`src/logic/sdc_pkg.sv`:
```
// Purpose: shared constants for the serial time-slot data controller
// Assumes: byte-wide software window, two 32-byte pools per direction
// Notes: status vector bit positions are fixed here for all users
package sdc_pkg;
    localparam logic [7:0] HOST_WIN_LO = 8'h80;
    localparam logic [7:0] HOST_WIN_HI = 8'hbf;
    localparam logic [15:0] DSP_WIN_LO = 16'h3080;
    localparam logic [15:0] DSP_WIN_HI = 16'h30bf;
    localparam int POOL_BYTES = 32;
    localparam logic [5:0] POOL_FULL = 6'h20;
    localparam int BYTE_BITS = 8;
    localparam logic [2:0] LAST_BIT = 3'h7;
    localparam int NUM_STAT = 6;
    localparam int ST_RX_POOL_FULL = 0;
    localparam int ST_RX_OVF = 1;
    localparam int ST_TX_POOL_READY = 2;
    localparam int ST_TX_ALL_SENT = 3;
    localparam int ST_TX_OVF = 4;
    localparam int ST_TX_UNDERRUN = 5;
    localparam logic [5:0] STAT_RESET = 6'h00;
    localparam int TX_FIFO_DEPTH = 8;
    typedef enum logic [2:0] {
        TX_IDLE = 3'b001,
        TX_SEND = 3'b010,
        TX_DRAIN = 3'b100
    } tx_state_t;
endpackage

```
`src/logic/serial_timeslot_data_fifo_controller.sv`:
```
// Purpose: byte FIFO pools between a time-slot serial line and host/DSP
// Assumes: serial clock, data and slot strobes are asynchronous pins
`timescale 1ns/1ps

module sdc_fifo #(
    parameter int WIDTH = 8,
    parameter int DEPTH = 8
) (
    input wire logic i_sys_clk,
    input wire logic i_rst,
    input wire logic i_flush,
    input wire logic i_in_valid,
    output logic o_in_ready,
    input wire logic [WIDTH-1:0] i_in_data,
    output logic o_out_valid,
    input wire logic i_out_ready,
    output logic [WIDTH-1:0] o_out_data
);
    localparam int AW = $clog2(DEPTH);
    logic [WIDTH-1:0] mem [0:DEPTH-1];
    logic [AW-1:0] wp_ff;
    logic [AW-1:0] rp_ff;
    logic [AW:0] cnt_ff;
    logic push;
    logic pop;

    if (DEPTH < 2 || (DEPTH & (DEPTH - 1)) != 0) begin : g_chk
        $error("fifo depth must be a power of two of at least 2");
    end

    assign o_in_ready = (cnt_ff != (AW + 1)'(DEPTH));
    assign o_out_valid = (cnt_ff != '0);
    assign o_out_data = mem[rp_ff];
    assign push = i_in_valid && o_in_ready;
    assign pop = o_out_valid && i_out_ready;

    always_ff @(posedge i_sys_clk) begin
        if (push) begin
            mem[wp_ff] <= i_in_data;
        end
    end

    always_ff @(posedge i_sys_clk) begin
        if (i_rst || i_flush) begin
            wp_ff <= '0;
            rp_ff <= '0;
            cnt_ff <= '0;
        end else begin
            if (push) begin
                wp_ff <= wp_ff + 1'b1;
            end
            if (pop) begin
                rp_ff <= rp_ff + 1'b1;
            end
            cnt_ff <= cnt_ff + (AW + 1)'(push) - (AW + 1)'(pop);
        end
    end
endmodule

module serial_timeslot_data_fifo_controller #(
    parameter int TX_DEPTH = sdc_pkg::TX_FIFO_DEPTH
) (
    input wire logic i_sys_clk,
    input wire logic i_rst,
    input wire logic i_host_owns_data_controller,
    input wire logic [7:0] i_host_addr,
    input wire logic i_host_wr,
    input wire logic i_host_rd,
    input wire logic [7:0] i_host_wdata,
    input wire logic [15:0] i_dsp_addr,
    input wire logic i_dsp_wr,
    input wire logic i_dsp_rd,
    input wire logic [7:0] i_dsp_wdata,
    output logic [7:0] o_rd_data,
    output logic o_rd_valid,
    input wire logic i_rx_active_set,
    input wire logic i_rx_complete_ack,
    input wire logic i_rx_reset_cmd,
    input wire logic i_tx_active_set,
    input wire logic i_tx_frame_cmd,
    input wire logic i_tx_reset_cmd,
    input wire logic [5:0] i_status_ack,
    input wire logic [5:0] i_status_mask,
    output logic [5:0] o_status,
    output logic o_attention,
    output logic o_rx_active,
    output logic o_tx_active,
    output logic o_fifo_blocked,
    input wire logic i_ser_clk,
    input wire logic i_ser_rx,
    input wire logic i_rx_slot,
    input wire logic i_tx_slot,
    output logic o_ser_tx,
    output logic o_ser_tx_oe
);
    logic [1:0] sclk_s, rxd_s, rslot_s, tslot_s;
    logic sclk_d, rslot_d, tslot_d;
    logic sclk_rise, sclk_fall, rslot_rise, tslot_rise;
    logic host_in, dsp_in, acc_wr, acc_rd;
    logic [7:0] acc_wdata;
    logic [7:0] rx_mem [0:63];
    logic [7:0] tx_mem [0:63];
    logic rx_armed_ff, rx_push_ff, rx_fill_ff, rx_sw_busy_ff;
    logic [2:0] rx_bit_ff;
    logic [7:0] rx_sh_ff;
    logic [5:0] rx_wcnt_ff, rx_rcnt_ff;
    logic rx_handover, rx_ovf, rx_arm_now;
    logic tx_armed_ff, tx_busy_ff, tx_sw_ff, tx_pend_ff;
    logic [2:0] tx_bit_ff;
    logic [7:0] tx_sh_ff;
    logic [5:0] tx_wcnt_ff, tx_len_ff, tx_rcnt_ff;
    sdc_pkg::tx_state_t tx_state_ff;
    logic tx_handover, tx_wr_ok, tx_ovf, tx_done, tx_arm_now;
    logic fifo_in_valid, fifo_in_ready, fifo_out_valid, fifo_out_ready;
    logic [7:0] fifo_out_data;
    logic tx_underrun, tx_all_sent;
    logic [5:0] stat_set;

    // pins only reach logic after two flops
    always_ff @(posedge i_sys_clk) begin
        if (i_rst) begin
            sclk_s <= 2'h0;
            rxd_s <= 2'h3;
            rslot_s <= 2'h0;
            tslot_s <= 2'h0;
            sclk_d <= 1'b0;
            rslot_d <= 1'b0;
            tslot_d <= 1'b0;
        end else begin
            sclk_s <= {sclk_s[0], i_ser_clk};
            rxd_s <= {rxd_s[0], i_ser_rx};
            rslot_s <= {rslot_s[0], i_rx_slot};
            tslot_s <= {tslot_s[0], i_tx_slot};
            sclk_d <= sclk_s[1];
            rslot_d <= rslot_s[1];
            tslot_d <= tslot_s[1];
        end
    end

    assign sclk_rise = sclk_s[1] && !sclk_d;
    assign sclk_fall = !sclk_s[1] && sclk_d;
    assign rslot_rise = rslot_s[1] && !rslot_d;
    assign tslot_rise = tslot_s[1] && !tslot_d;

    // the idle owner's strobes are simply ignored
    assign host_in = (i_host_addr >= sdc_pkg::HOST_WIN_LO) &&
                     (i_host_addr <= sdc_pkg::HOST_WIN_HI);
    assign dsp_in = (i_dsp_addr >= sdc_pkg::DSP_WIN_LO) &&
                    (i_dsp_addr <= sdc_pkg::DSP_WIN_HI);
    assign acc_wr = i_host_owns_data_controller ? (i_host_wr && host_in)
                                                : (i_dsp_wr && dsp_in);
    assign acc_rd = i_host_owns_data_controller ? (i_host_rd && host_in)
                                                : (i_dsp_rd && dsp_in);
    assign acc_wdata = i_host_owns_data_controller ? i_host_wdata : i_dsp_wdata;

    // receive shifter; bit count restarts at every slot start
    assign rx_arm_now = rx_armed_ff || (rslot_rise && o_rx_active);

    always_ff @(posedge i_sys_clk) begin
        if (i_rst || i_rx_reset_cmd) begin
            o_rx_active <= 1'b0;
            rx_armed_ff <= 1'b0;
        end else begin
            if (i_rx_active_set) begin
                o_rx_active <= 1'b1;
            end
            if (!rslot_s[1]) begin
                rx_armed_ff <= 1'b0;
            end else if (rslot_rise && o_rx_active) begin
                rx_armed_ff <= 1'b1;
            end
        end
    end

    always_ff @(posedge i_sys_clk) begin
        if (i_rst || i_rx_reset_cmd) begin
            rx_bit_ff <= 3'h0;
            rx_sh_ff <= 8'h00;
            rx_push_ff <= 1'b0;
        end else begin
            rx_push_ff <= 1'b0;
            if (rslot_rise) begin
                rx_bit_ff <= 3'h0;
            end
            if (sclk_rise && rslot_s[1] && rx_arm_now) begin
                rx_sh_ff <= {rx_sh_ff[6:0], rxd_s[1]};
                rx_bit_ff <= rslot_rise ? 3'h1 : rx_bit_ff + 3'h1;
                rx_push_ff <= (rx_bit_ff == sdc_pkg::LAST_BIT) && !rslot_rise;
            end
        end
    end

    // fill pool hands over at 32 bytes once software has freed its pool
    assign rx_handover = (rx_wcnt_ff == sdc_pkg::POOL_FULL) && !rx_sw_busy_ff;
    assign rx_ovf = rx_push_ff && (rx_wcnt_ff == sdc_pkg::POOL_FULL) &&
                    !rx_handover;

    always_ff @(posedge i_sys_clk) begin
        if (rx_push_ff && rx_handover) begin
            rx_mem[{!rx_fill_ff, 5'h00}] <= rx_sh_ff;
        end else if (rx_push_ff && rx_wcnt_ff != sdc_pkg::POOL_FULL) begin
            rx_mem[{rx_fill_ff, rx_wcnt_ff[4:0]}] <= rx_sh_ff;
        end
    end

    always_ff @(posedge i_sys_clk) begin
        if (i_rst || i_rx_reset_cmd) begin
            rx_fill_ff <= 1'b0;
            rx_wcnt_ff <= 6'h00;
            rx_sw_busy_ff <= 1'b0;
            rx_rcnt_ff <= 6'h00;
        end else begin
            if (rx_handover) begin
                rx_fill_ff <= !rx_fill_ff;
                rx_wcnt_ff <= {5'h00, rx_push_ff};
                rx_sw_busy_ff <= 1'b1;
                rx_rcnt_ff <= 6'h00;
            end else begin
                if (rx_push_ff && rx_wcnt_ff != sdc_pkg::POOL_FULL) begin
                    rx_wcnt_ff <= rx_wcnt_ff + 6'h01;
                end
                if (i_rx_complete_ack) begin
                    rx_sw_busy_ff <= 1'b0;
                end
                if (acc_rd && rx_sw_busy_ff && rx_rcnt_ff != sdc_pkg::POOL_FULL) begin
                    rx_rcnt_ff <= rx_rcnt_ff + 6'h01;
                end
            end
        end
    end

    // reading past the pool or with no pool owned returns zero
    always_ff @(posedge i_sys_clk) begin
        if (i_rst) begin
            o_rd_data <= 8'h00;
            o_rd_valid <= 1'b0;
        end else begin
            o_rd_valid <= acc_rd;
            if (acc_rd && rx_sw_busy_ff && rx_rcnt_ff != sdc_pkg::POOL_FULL) begin
                o_rd_data <= rx_mem[{!rx_fill_ff, rx_rcnt_ff[4:0]}];
            end else if (acc_rd) begin
                o_rd_data <= 8'h00;
            end
        end
    end

    // transmit pools: software pool and sending pool swap on frame command
    assign o_fifo_blocked = tx_pend_ff;
    assign tx_wr_ok = acc_wr && !tx_pend_ff;
    assign tx_ovf = tx_wr_ok && (tx_wcnt_ff == sdc_pkg::POOL_FULL);
    assign tx_done = !fifo_out_valid && !tx_busy_ff;
    assign tx_handover = !i_tx_reset_cmd &&
        (((tx_state_ff == sdc_pkg::TX_IDLE) && i_tx_frame_cmd) ||
         ((tx_state_ff == sdc_pkg::TX_DRAIN) && tx_done && tx_pend_ff));
    assign tx_all_sent = (tx_state_ff == sdc_pkg::TX_DRAIN) && tx_done &&
                         !tx_pend_ff && !i_tx_reset_cmd;
    assign fifo_in_valid = (tx_state_ff == sdc_pkg::TX_SEND) &&
                           (tx_rcnt_ff != tx_len_ff);

    always_ff @(posedge i_sys_clk) begin
        if (tx_wr_ok && tx_wcnt_ff != sdc_pkg::POOL_FULL) begin
            tx_mem[{tx_sw_ff, tx_wcnt_ff[4:0]}] <= acc_wdata;
        end
    end

    always_ff @(posedge i_sys_clk) begin
        if (i_rst || i_tx_reset_cmd) begin
            tx_state_ff <= sdc_pkg::TX_IDLE;
            tx_sw_ff <= 1'b0;
            tx_wcnt_ff <= 6'h00;
            tx_len_ff <= 6'h00;
            tx_rcnt_ff <= 6'h00;
            tx_pend_ff <= 1'b0;
        end else begin
            if (tx_wr_ok && tx_wcnt_ff != sdc_pkg::POOL_FULL) begin
                tx_wcnt_ff <= tx_wcnt_ff + 6'h01;
            end
            if (fifo_in_valid && fifo_in_ready) begin
                tx_rcnt_ff <= tx_rcnt_ff + 6'h01;
            end
            if (i_tx_frame_cmd && tx_state_ff != sdc_pkg::TX_IDLE) begin
                tx_pend_ff <= 1'b1;
            end
            if (tx_handover) begin
                tx_sw_ff <= !tx_sw_ff;
                tx_len_ff <= tx_wcnt_ff;
                tx_wcnt_ff <= 6'h00;
                tx_rcnt_ff <= 6'h00;
                tx_pend_ff <= 1'b0;
            end
            unique case (tx_state_ff)
                sdc_pkg::TX_IDLE: begin
                    if (tx_handover) begin
                        tx_state_ff <= sdc_pkg::TX_SEND;
                    end
                end
                sdc_pkg::TX_SEND: begin
                    if (tx_rcnt_ff == tx_len_ff) begin
                        tx_state_ff <= sdc_pkg::TX_DRAIN;
                    end
                end
                sdc_pkg::TX_DRAIN: begin
                    if (tx_handover) begin
                        tx_state_ff <= sdc_pkg::TX_SEND;
                    end else if (tx_done) begin
                        tx_state_ff <= sdc_pkg::TX_IDLE;
                    end
                end
                default: begin
                    tx_state_ff <= sdc_pkg::TX_IDLE;
                end
            endcase
        end
    end

    // small fifo decouples the pool read from the serial bit rate
    sdc_fifo #(
        .WIDTH(8),
        .DEPTH(TX_DEPTH)
    ) u_tx_fifo (
        .i_sys_clk(i_sys_clk),
        .i_rst(i_rst),
        .i_flush(i_tx_reset_cmd),
        .i_in_valid(fifo_in_valid),
        .o_in_ready(fifo_in_ready),
        .i_in_data(tx_mem[{!tx_sw_ff, tx_rcnt_ff[4:0]}]),
        .o_out_valid(fifo_out_valid),
        .i_out_ready(fifo_out_ready),
        .o_out_data(fifo_out_data)
    );

    // bits change on the falling serial edge, bytes load at bit zero
    assign tx_arm_now = tx_armed_ff || (tslot_rise && o_tx_active);
    assign fifo_out_ready = sclk_fall && tslot_s[1] && tx_arm_now &&
                            ((tx_bit_ff == 3'h0) || tslot_rise);
    // a pool still queued behind the shifter counts as transmission in progress
    assign tx_underrun = fifo_out_ready && !fifo_out_valid &&
                         ((tx_state_ff == sdc_pkg::TX_SEND) || tx_pend_ff);

    always_ff @(posedge i_sys_clk) begin
        if (i_rst || i_tx_reset_cmd) begin
            tx_armed_ff <= 1'b0;
        end else if (!tslot_s[1]) begin
            tx_armed_ff <= 1'b0;
        end else if (tslot_rise && o_tx_active) begin
            tx_armed_ff <= 1'b1;
        end
    end

    always_ff @(posedge i_sys_clk) begin
        if (i_rst) begin
            o_tx_active <= 1'b0;
        end else if (i_tx_active_set) begin
            o_tx_active <= 1'b1;
        end
    end

    always_ff @(posedge i_sys_clk) begin
        if (i_rst || i_tx_reset_cmd) begin
            tx_bit_ff <= 3'h0;
            tx_sh_ff <= 8'hff;
            tx_busy_ff <= 1'b0;
            o_ser_tx <= 1'b1;
            o_ser_tx_oe <= 1'b0;
        end else begin
            o_ser_tx_oe <= tslot_s[1];
            if (!tslot_s[1]) begin
                o_ser_tx <= 1'b1;
                tx_bit_ff <= 3'h0;
            end else if (fifo_out_ready) begin
                tx_bit_ff <= 3'h1;
                if (fifo_out_valid) begin
                    o_ser_tx <= fifo_out_data[7];
                    tx_sh_ff <= {fifo_out_data[6:0], 1'b1};
                    tx_busy_ff <= 1'b1;
                end else begin
                    o_ser_tx <= 1'b1;
                    tx_sh_ff <= 8'hff;
                    tx_busy_ff <= 1'b0;
                end
            end else if (sclk_fall && tx_arm_now) begin
                o_ser_tx <= tx_sh_ff[7];
                tx_sh_ff <= {tx_sh_ff[6:0], 1'b1};
                tx_bit_ff <= tx_bit_ff + 3'h1;
            end else if (!tx_arm_now) begin
                o_ser_tx <= 1'b1;
            end
        end
    end

    // set wins over a same-cycle acknowledge
    assign stat_set[sdc_pkg::ST_RX_POOL_FULL] = rx_handover;
    assign stat_set[sdc_pkg::ST_RX_OVF] = rx_ovf;
    assign stat_set[sdc_pkg::ST_TX_POOL_READY] = tx_handover || i_tx_reset_cmd;
    assign stat_set[sdc_pkg::ST_TX_ALL_SENT] = tx_all_sent;
    assign stat_set[sdc_pkg::ST_TX_OVF] = tx_ovf;
    assign stat_set[sdc_pkg::ST_TX_UNDERRUN] = tx_underrun;

    always_ff @(posedge i_sys_clk) begin
        if (i_rst) begin
            o_status <= sdc_pkg::STAT_RESET;
            o_attention <= 1'b0;
        end else begin
            o_status <= (o_status & ~i_status_ack) | stat_set;
            o_attention <= |(o_status & ~i_status_mask);
        end
    end

    owner_gate_a: assert property (@(posedge i_sys_clk) disable iff (i_rst)
        (!i_host_owns_data_controller && !i_dsp_rd) |=> !o_rd_valid)
        else $error("read taken from a bus that does not own the window");
    window_hole_a: assert property (@(posedge i_sys_clk) disable iff (i_rst)
        (i_host_owns_data_controller && i_host_addr == 8'h7f) |-> !acc_wr && !acc_rd)
        else $error("address below window decoded");
    rx_full_a: assert property (@(posedge i_sys_clk) disable iff (i_rst)
        (rx_handover && !i_rx_reset_cmd) |=> o_status[sdc_pkg::ST_RX_POOL_FULL] && rx_sw_busy_ff)
        else $error("pool full not flagged after 32 bytes");
    rx_drop_a: assert property (@(posedge i_sys_clk) disable iff (i_rst)
        (rx_push_ff && rx_sw_busy_ff && rx_wcnt_ff == 6'h20 && !i_rx_reset_cmd)
        |=> o_status[sdc_pkg::ST_RX_OVF])
        else $error("dropped byte not flagged");
    rx_reset_a: assert property (@(posedge i_sys_clk) disable iff (i_rst)
        i_rx_reset_cmd |=> !o_rx_active && rx_wcnt_ff == 6'h00 && !rx_sw_busy_ff)
        else $error("receiver reset incomplete");
    tx_hiz_a: assert property (@(posedge i_sys_clk) disable iff (i_rst)
        !tslot_s[1] |=> !o_ser_tx_oe)
        else $error("driving outside transmit slot");
    tx_idle_a: assert property (@(posedge i_sys_clk) disable iff (i_rst)
        (o_ser_tx_oe && !tx_busy_ff && !fifo_out_valid && !$past(tx_busy_ff)) |-> o_ser_tx)
        else $error("no idle ones with empty fifo");
    all_sent_a: assert property (@(posedge i_sys_clk) disable iff (i_rst)
        $rose(o_status[sdc_pkg::ST_TX_ALL_SENT]) |-> $past(tx_done))
        else $error("all sent raised with data pending");
    tx_ovf_a: assert property (@(posedge i_sys_clk) disable iff (i_rst)
        (tx_wr_ok && tx_wcnt_ff == 6'h20 && !i_tx_reset_cmd) |=>
        o_status[sdc_pkg::ST_TX_OVF] && tx_wcnt_ff == 6'h20)
        else $error("33rd byte accepted or not flagged");
    tx_block_a: assert property (@(posedge i_sys_clk) disable iff (i_rst)
        (o_fifo_blocked && !tx_handover && !i_tx_reset_cmd) |=> $stable(tx_wcnt_ff))
        else $error("write accepted while blocked");
    tx_reset_a: assert property (@(posedge i_sys_clk) disable iff (i_rst)
        i_tx_reset_cmd |=> o_status[sdc_pkg::ST_TX_POOL_READY] && !fifo_out_valid)
        else $error("transmitter reset incomplete");
    status_hold_a: assert property (@(posedge i_sys_clk) disable iff (i_rst)
        (o_status[sdc_pkg::ST_TX_UNDERRUN] && !i_status_ack[sdc_pkg::ST_TX_UNDERRUN])
        |=> o_status[sdc_pkg::ST_TX_UNDERRUN])
        else $error("status dropped without acknowledge");
endmodule

```
`config.mk`:
```
export PLATFORM = sky130hd
export DESIGN_NAME = serial_timeslot_data_fifo_controller
export DESIGN_NICKNAME = d
export VERILOG_FILES = /design/src/logic/sdc_pkg.sv /design/src/logic/serial_timeslot_data_fifo_controller.sv
export SDC_FILE = /design/constraint.sdc
export NUM_CORES = 1
export LEC_CHECK = 0
export BUFFER_PORTS_ARGS = -buffer_cell sky130_fd_sc_hd__clkbuf_2
export CAP_MARGIN = 20
export CORE_ASPECT_RATIO = 0.6
export CORE_MARGIN = 2
export CORE_UTILIZATION = 30
export CTS_CLUSTER_DIAMETER = 50
export DETAILED_ROUTE_END_ITERATION = 10
export PLACE_DENSITY_LB_ADDON = 0.25
export SYNTH_ARGS = -nofsm -noshare
export SYNTH_HDL_FRONTEND = slang
export SYNTH_SLANG_ARGS = --single-unit
```
`constraint.sdc`:
```
create_clock -name i_sys_clk -period 5.3 [get_ports i_sys_clk]
set_clock_uncertainty 0.15 [all_clocks]
set_input_delay 1.06 -clock i_sys_clk [delete_from_list [all_inputs] [get_ports i_sys_clk]]
set_output_delay 1.06 -clock i_sys_clk [all_outputs]
set_load 0.02 [all_outputs]
```
==> flow_metrics.py, run 1 <==
metrics = {
    "logic_synthesis": {
        "synth_area_leaders": "edfxtp_1 70%, mux4_2 13%, dfxtp_1 4.6%",
        "avgSynthCellArea_sq_um": 19.4,
        "yosys.area.top_type": "edfxtp_1",
        "synth_fp_nets": 2486,
        "synth_top_cell_area_share_pct": 70.2,
        "ys_seq_area_share_pct": 74.7,
        "yosys_register_bits": 1194,
        "synthSimpleGateAreaFrac_pct": 3.72,
        "synth_compound_area_share_pct": 3.05,
        "synth.distinct_cells": 64,
        "synth_fa_ha_area_share_pct": 0.553,
        "ys.flop_type": "edfxtp_1",
        "synthXorXnorAreaFrac_pct": 0.545,
        "synth_edf_count": 1088,
        "synth_warnings": 0,
        "async_flop_share_pct": 0,
        "netlist_instances": 2397,
        "synth_top_family_by_area": "multiplexers",
        "synth_mux_area_share_pct": 15.8,
        "syn-cell-area_sq_um": 46600,
    },
    "global_routing": {
        "grt_overflow": 0,
        "grt_pass1_vias": 24100,
        "grt_pass1_wl_microns": 171000,
        "grt_max_degree": 79,
        "grt_usage_pct": 14.7,
        "antenna_found_initial": 5,
    },
    "final_layout": {
        "ff_latch_area_sq_um": 34800,
        "final_util_pct": 34.9,
        "fill_cells": 14100,
        "layoutNonFillerInstCount": 4673,
        "layout-drive-gt1-share_pct": 25.1,
        "area_growth_pct": 14.9,
        "multi_input_area_sq_um": 11100,
        "num-nets-final": 2619,
    },
    "clock_network": {
        "cts_tree": "built",
        "cts-root-buf": "clkbuf_16",
        "clock-sinks": 1194,
        "clockBufferDepth": 3,
        "postCtsSetupRepairBufs": 0,
        "path_clk_slew_ps": 60,
        "ctsHtreeMaxLevel": 3,
        "worstSkewPairLatency_ps": 750,
        "ctsResizeCount": 0,
        "cts_buffers": 118,
        "holdBufCountCts": 0,
    },
    "sta": {
        "period_needed_ps": 3820,
        "slew_headroom_pct": 25.4,
        "fin_ws_ps": 1480,
        "setup_viol": 0,
        "rsz0062_at_grt": "false",
        "fin_tns_setup_ps": 0,
        "finalCritPeriodShare_pct": 72.1,
        "hold_violations": 0,
        "final_max_slew_viol_count": 0,
        "fmax_mhz": 262,
        "worst_pin_slew_ps": 1110,
    },
    "route": {
        "drc": 0,
        "wirelength_microns": 117000,
        "final_antenna_net_count": 0,
        "wl_per_cell_microns": 25.1,
        "drtIter0Drc": 2789,
        "num_vias": 23600,
        "drt_pass1_iterations": 5,
        "avgViaCountPerCell": 5.06,
    },
    "placement": {
        "hpwl_microns": 73900,
        "gp_congestion": 0.809,
        "dp_cells": 4439,
        "io_buffer_count": 77,
        "dp_worst_setup_slack_ps": 840,
    },
    "pwr": {
        "power.density_nw_per_um2": 353,
        "ir_drop_mv": 0.275,
        "p_leak_nw": 16.2,
    },
    "worst_setup_path": {
        "path_max_fanout": 10,
        "cp.required_ps": 5460,
        "path_class": "in2reg",
        "critPathLaunchType": "input pin",
        "crit_arrival_ps": 3980,
        "worstSetupEndpointType": "register",
    },
    "outcome": {
        "outcome": "finished, final reports clean",
    },
    "flow_run": {
        "maxCapViolations": 0,
    },
    "floorplan": {
        "core_area_sq_um": 153000,
        "dieWidth_microns": 513,
        "dieArea_sq_um": 159000,
        "die_h_microns": 309,
        "io_pins": 90,
        "start_util_pct": 30.3,
        "core.rowCount": 111,
    },
    "min_path": {
        "hold_class": "reg2reg",
    },
}
==> path summary, 6_finish.rpt <==
| check | cells past startpoint | from | to | slack, ps |
|---|---|---|---|---|
| max | 6 | i_host_owns_data_controller | tx_mem[8][3] | 1480 |
| min | 1 | rxd_s[0] | rxd_s[1] | 270 |
| max reg2reg | 5 | tx_wcnt_ff[3] | tx_mem[8][3] | 1550 |
| min reg2reg | 1 | rxd_s[0] | rxd_s[1] | 270 |
==> kinds of logic (layout without fill, tap and decap cells) <==
group                      count (synthesis)  count (layout)
DFF                                     1194            1194
muxes                                    391             391
and+or+nand+nor                          383             383
AOI/OAI and AO/OA                        202             202
buffers and inverters                    178             415
xor gates and xnor gates                  29              29
adders and majority gates                 20              20
other                                      0               5
==> cell type report <==
type                    instances  area share, %
clock buffers                 155           5.83
inverters                      41          0.288
multi-input cells            1025           20.7
diodes                          5         0.0234
repair buffers                150           1.95
clock inverters                69           1.43
well taps                    2034           4.75
flip-flops and latches       1194           65.1
==> synth_stat cells, drive strengths merged, types with 4 or more instances <==
| library cell | n |
|---|---|
| a22oi | 11 |
| nand3b | 7 |
| o22a | 7 |
| o211ai | 32 |
| clkbuf | 76 |
| ha | 19 |
| mux4 | 272 |
| a2111oi | 5 |
| a221oi | 13 |
| o221ai | 9 |
| a211oi | 6 |
| inv | 41 |
| o21ai | 36 |
| buf | 61 |
| nand2b | 12 |
| o22ai | 28 |
| nand2 | 55 |
| and3b | 4 |
| nand3 | 20 |
| or2 | 7 |
| nor2 | 215 |
| a21oi | 25 |
| a32o | 6 |
| dfxtp | 106 |
| xnor2 | 21 |
| edfxtp | 1088 |
| mux2i | 87 |
| nor3 | 12 |
| xor2 | 8 |
| mux2 | 32 |
| nand4 | 10 |
| nor2b | 11 |
| nor4b | 4 |
| or3 | 10 |
==> per-stage QoR <==
step                total power, mW  hold slack, ps  instance area [sq um]
floorplan                      10.5             239                  46600
global placement               10.7             249                  49600
detailed placement             10.7             250                  49600
CTS                            19.1             268                  53400
global route                   19.5             279                  53500
finish                         18.9             268                  53500
==> critical path: stages <==
cell and delay (ps):
clkbuf_2 210, nor4_1 360, nand4_1 370, a2111oi_2 620, nand2_1 530, nor2_1 830
==> state kept, by name, indices dropped and copies added (netlist names), 2 cells and up, named ones only <==
| signal | count |
|---|---|
| o_rd_data | 8 |
| o_status | 6 |
| rslot_s | 2 |
| rx_bit_ff | 3 |
| rx_mem | 512 |
| rx_rcnt_ff | 6 |
| rx_sh_ff | 8 |
| rx_wcnt_ff | 6 |
| rxd_s | 2 |
| sclk_s | 2 |
| tslot_s | 2 |
| tx_bit_ff | 3 |
| tx_len_ff | 6 |
| tx_mem | 512 |
| tx_rcnt_ff | 6 |
| tx_sh_ff | 7 |
| tx_state_ff | 3 |
| tx_wcnt_ff | 6 |
| u_tx_fifo.cnt_ff | 4 |
| u_tx_fifo.mem | 64 |
| u_tx_fifo.rp_ff | 3 |
| u_tx_fifo.wp_ff | 3 |
==> layer usage <==
metal / vias to the layer above / GRT usage (%) / part of all wire [%]
met3: 150 / 3.16 / 6.9
met1: 12700 / 22.5 / 49
met4: 0 / 4.03 / 2.1
met2: 805 / 21.0 / 42
li1: 10000 / - / -
met5: - / 0 / 0
==> layout by cell type, fill, tap and decap left out, drive strengths merged, types with 19 or more instances in the layout <==
cell type	Yosys	final
nand2	55	55
xnor2	21	21
mux2	32	32
ha	19	19
o211ai	32	32
buf	61	73
nor2	215	215
clkbuf	76	232
clkinv	0	48
inv	41	50
o22ai	28	28
nand3	20	20
edfxtp	1088	1088
mux4	272	272
mux2i	87	87
o21ai	36	36
dfxtp	106	106
a21oi	25	25
==> report_power, final <==
group	switching, mW	internal (mW)	leakage [nW]
Combinational	0.180	0.0479	3.50
Clock	3.71	4.69	1.90
Sequential	0.00597	10.2	10.8
(Power assumes the default switching activity.)
==> run 2: changes to the inputs <==
Clock period 5.3 ns to 3.6 ns, I/O delays scaled along.
==> run 2 against run 1 <==
  * Register-to-register slack worse by 1400 ps
  * Cell count is 4.0% higher
  * Critical endpoint is now u_tx_fifo.mem[0][2]
  * Largest cell class unchanged
  * Largest power group unchanged
  * Combinational power is 50% higher
  * Wire length is 1.1% higher
  * Total power is 52% higher
  * Utilization is 1.1 points higher
  * Clock power is 58% higher
  * First-iteration DRC count is 5.0% higher
  * Sequential cell count stayed put
==> flow_metrics.py, run 2 (synthesis results as in run 1) <==
metrics = {
    "outcome": {
        "outcome": "finished, final reports clean",
    },
    "clock_network": {
        "holdBufCountCts": 4,
        "ctsResizeCount": 0,
        "clock-sinks": 1194,
        "ctsHtreeMaxLevel": 4,
        "cts-root-buf": "clkbuf_16",
        "clockBufferDepth": 3,
        "worstSkewPairLatency_ps": 780,
        "cts_tree": "built",
        "path_clk_slew_ps": 60,
        "cts_buffers": 130,
        "postCtsSetupRepairBufs": 0,
    },
    "flow_run": {
        "maxCapViolations": 0,
    },
    "worst_setup_path": {
        "max_stage_delay_ps": 620,
        "crit_top_cell": "mux4_2",
        "crit_arrival_ps": 3670,
        "cp.required_ps": 3800,
        "r2r_slack_ps": 130,
        "worstSetupEndpointType": "register",
        "cp_cell_sequence": "buf_12 -> mux4_2 -> mux4_2 -> mux2i_1 -> o21ai_1",
        "startpoint": "tx_rcnt_ff[0]",
        "path_max_fanout": 29,
        "reg2reg_from": "tx_rcnt_ff[0]",
        "critPathSlowestCell": "mux4_2",
        "path_class": "reg2reg",
        "critPathLaunchType": "register",
        "crit_buf_inv": 1,
        "critical_path.top_delay_family": "multiplexers",
    },
    "final_layout": {
        "final_util_pct": 36.0,
        "multi_input_area_sq_um": 11000,
        "layout-drive-gt1-share_pct": 29.7,
        "layout_commonest_cell": "edfxtp_1",
        "fill_cells": 14000,
        "ff_latch_area_sq_um": 34800,
        "num-nets-final": 2801,
        "final_cell_mix": "1088 x edfxtp_1, 272 x mux4_2, 219 x buf_4",
        "area_growth_pct": 18.7,
    },
    "route": {
        "wirelength_microns": 119000,
        "wl_per_cell_microns": 24.4,
        "num_vias": 24000,
        "avgViaCountPerCell": 4.94,
        "drt_pass1_iterations": 5,
        "drc": 0,
        "drtIter0Drc": 2928,
        "final_antenna_net_count": 0,
    },
    "min_path": {
        "hold_class": "in2reg",
        "min_from": "i_ser_rx",
    },
    "sta": {
        "worst_pin_slew_ps": 992,
        "finalCritPeriodShare_pct": 96.4,
        "setup_viol": 0,
        "final_max_slew_viol_count": 0,
        "slew_headroom_pct": 33.5,
        "fmax_mhz": 288,
        "hold_violations": 0,
        "rsz0062_at_grt": "false",
        "fin_tns_setup_ps": 0,
        "period_needed_ps": 3470,
    },
    "global_routing": {
        "grt_pass1_vias": 24700,
        "grt_pass1_wl_microns": 172000,
        "grt_usage_pct": 15.0,
        "grt_overflow": 0,
        "antenna_found_initial": 7,
        "grt_max_degree": 74,
    },
    "floorplan": {
        "core_area_sq_um": 153000,
        "io_pins": 90,
        "core.rowCount": 111,
        "dieWidth_microns": 513,
        "die_h_microns": 309,
        "start_util_pct": 30.3,
        "dieArea_sq_um": 159000,
    },
    "placement": {
        "io_buffer_count": 77,
        "hpwl_microns": 77600,
        "gp_congestion": 0.830,
    },
    "pwr": {
        "p_total_mw": 28.7,
        "p_leak_nw": 17.2,
        "power.density_nw_per_um2": 519,
        "ir_drop_mv": 0.494,
    },
}
## run 2: cell types whose count changed in the layout (fill, tap and decap cells not counted), moves of 10 or more
cell and delta:
buf_4 +155, clkbuf_1 -18, clkinv_1 +16, buf_12 +13
clkbuf_16 +12, clkinv_2 -10
## run 2: power by group
group | switching, mW | internal (mW)
clock network | 5.80 | 7.47
registers | 0.0129 | 15.1
logic | 0.258 | 0.0816
total | 6.07 | 22.6
## run 2: area by class of cell
| type | count | share of cell area (%) |
|---|---|---|
| inverters | 41 | 0.278 |
| well taps | 2034 | 4.60 |
| clock buffers | 152 | 6.14 |
| diodes | 9 | 0.0407 |
| multi-input cells | 1025 | 19.9 |
| repair buffers | 320 | 4.47 |
| flip-flops and latches | 1194 | 63.0 |
| clock inverters | 85 | 1.55 |
## run 2: through the flow
step | hold slack (ps) | area [sq um] | setup WS (ps) | cells
6_report | 55.1 | 55300 | 130 | 4860
4_1_cts | 15.4 | 55200 | 247 | 4847
3_3_place_gp | 254 | 50900 | 189 | 4606
3_5_place_dp | 263 | 50900 | 138 | 4606
5_1_grt | 51.6 | 55300 | 71.3 | 4851
2_1_floorplan | 239 | 46600 | 492 | 2397
## run 2: final timing paths
path / endpoint / cells past startpoint
setup reg to reg: u_tx_fifo.mem[0][2] / 5
hold reg to reg: rxd_s[1] / 1
setup / recovery: u_tx_fifo.mem[0][2] / 5
hold / removal: rxd_s[0] / 2
## run 2: metal layers
layer	GRT usage (%)	wire, microns	share of wire [%]	vias to the layer above
met3	4.65	10700	9.0	177
li1	-	-	-	10400
met2	20.6	48900	41	818
met5	0	0	0	-
met4	4.21	2320	2.0	0
met1	22.5	56700	48	12600
==> run 3: changes to the inputs <==
Clock period 3.6 ns to 3.9 ns, I/O delays scaled along.
==> run 3 against run 2 <==
  * Critical endpoint is now u_tx_fifo.mem[2][1]
  * Hold slack improved by 86 ps
  * Sequential power is 8% lower
  * Global-route usage barely moved
  * Wire length up 0.58%
  * Critical path type unchanged
  * Highest routed layer unchanged
  * First-iteration DRC count fell by 2.2%
  * Total power down 11%
==> flow_metrics.py, run 3 (synthesis results as in run 1) <==
metrics = {
    "outcome": {
        "outcome": "finished, final reports clean",
    },
    "final_layout": {
        "layoutNonFillerInstCount": 4800,
        "ff_latch_area_sq_um": 34800,
        "layout_commonest_cell": "edfxtp_1",
        "multi_input_area_sq_um": 11000,
        "fill_cells": 14100,
        "area_growth_pct": 17.0,
        "num-nets-final": 2752,
        "final_cell_mix": "1088 x edfxtp_1, 272 x mux4_2, 215 x nor2_1",
        "layout-drive-gt1-share_pct": 28.8,
    },
    "route": {
        "avgViaCountPerCell": 5.02,
        "num_vias": 24100,
        "wl_per_cell_microns": 24.9,
        "drc": 0,
        "wirelength_microns": 119000,
        "final_antenna_net_count": 0,
        "drt_pass1_iterations": 8,
        "drtIter0Drc": 2864,
    },
    "pwr": {
        "p_int_mw": 20.3,
        "p_clk_share_pct": 44.4,
        "power.density_nw_per_um2": 469,
        "ir_drop_mv": 0.423,
        "swShare_pct": 20.8,
        "p_leak_nw": 16.9,
        "power_switching_mw": 5.31,
        "seq_power_share_pct": 54.4,
        "comb_power_share_pct": 1.2,
    },
    "worst_setup_path": {
        "path_max_fanout": 36,
        "r2r_cells": 6,
        "cp_cell_sequence": "buf_12 -> buf_12 -> mux4_2 -> mux4_2 -> mux2i_1 -> o21ai_1",
        "r2r_slack_ps": 460,
        "worstSetupEndpointType": "register",
        "crit_arrival_ps": 3620,
        "critPathLaunchType": "register",
        "cp.required_ps": 4080,
        "path_class": "reg2reg",
        "critPathSlowestCell": "mux4_2",
        "max_stage_delay_ps": 580,
    },
    "sta": {
        "rsz0062_at_grt": "false",
        "slew_headroom_pct": 26.6,
        "worst_pin_slew_ps": 1090,
        "fin_ws_ps": 455,
        "final_max_slew_viol_count": 0,
        "setup_viol": 0,
        "holdWs_ps": 141,
        "period_needed_ps": 3440,
        "fmax_mhz": 290,
        "fin_tns_setup_ps": 0,
        "finalCritPeriodShare_pct": 88.3,
        "hold_violations": 0,
    },
    "floorplan": {
        "die_h_microns": 309,
        "core_area_sq_um": 153000,
        "start_util_pct": 30.3,
        "core.rowCount": 111,
        "io_pins": 90,
        "dieWidth_microns": 513,
        "dieArea_sq_um": 159000,
    },
    "placement": {
        "hpwl_microns": 79000,
        "dp_cells": 4576,
        "gp_congestion": 0.811,
        "io_buffer_count": 77,
        "dp_worst_setup_slack_ps": 150,
    },
    "global_routing": {
        "grt_pass1_wl_microns": 172000,
        "grt_max_degree": 63,
        "grt_usage_pct": 15.0,
        "grt_pass1_vias": 24600,
        "antenna_found_initial": 10,
        "grt_overflow": 0,
    },
    "clock_network": {
        "ctsHtreeMaxLevel": 3,
        "cts_tree": "built",
        "holdBufCountCts": 0,
        "clock-sinks": 1194,
        "worstSkewPairLatency_ps": 760,
        "cts_buffers": 117,
        "ctsResizeCount": 0,
        "path_clk_slew_ps": 70,
        "clockBufferDepth": 3,
        "cts-root-buf": "clkbuf_16",
        "postCtsSetupRepairBufs": 0,
    },
    "flow_run": {
        "maxCapViolations": 0,
    },
    "min_path": {
        "hold_class": "in2reg",
        "hold_depth": 3,
    },
}
run 3: area by class of cell:
type,count,share of cell area (%)
antenna,4,0.0184
clock buffer,143,5.74
clock inverter,75,1.34
inverter,41,0.282
multi-input combinational,1025,20.2
sequential,1194,63.9
tap,2034,4.67
timing repair buffer,284,3.83
run 3: final timing paths:
check / startpoint / to
min: i_rx_active_set / o_rx_active
max reg2reg: tx_rcnt_ff[0] / u_tx_fifo.mem[2][1]
min reg2reg: tslot_s[0] / tslot_s[1]
max: tx_rcnt_ff[0] / u_tx_fifo.mem[2][1]
run 3: stage by stage:
| stage | utilization (%) | area (sq um) | power, mW |
|---|---|---|---|
| global route | 35.5 | 54500 | 26.4 |
| finish | 35.5 | 54500 | 25.6 |
| global placement | 33.0 | 50600 | 14.5 |
| floorplan | - | 46600 | 14.3 |
| detailed placement | 33.0 | 50600 | 14.5 |
| CTS | 35.5 | 54500 | 25.9 |
run 3: per-layer routing:
layer  up-vias  GRT usage (%)  routed length, microns
li1      10300              -                       -
met1     12900           23.0                   58600
met2       779           20.9                   50100
met3       155           3.34                    8170
met4         0           4.29                    2520
met5         -              0                       0
run 3: critical path, delay by kind of cell (launching register included):
family,cells,cell delay [ps]
multiplexers,3,1460
buffers and inverters,2,560
AO/OA/AOI/OAI,1,420
flip-flops,1,370
run 3: power by group through the flow:
stage          registers, mW  clock network [mW]  logic [mW]
3_3_place_gp            14.2                   0       0.304
6_report                13.9                11.4       0.314
2_1_floorplan           14.2                   0       0.130
4_1_cts                 13.9                11.6       0.321
5_1_grt                 13.9                12.1       0.342
3_5_place_dp            14.2                   0       0.321
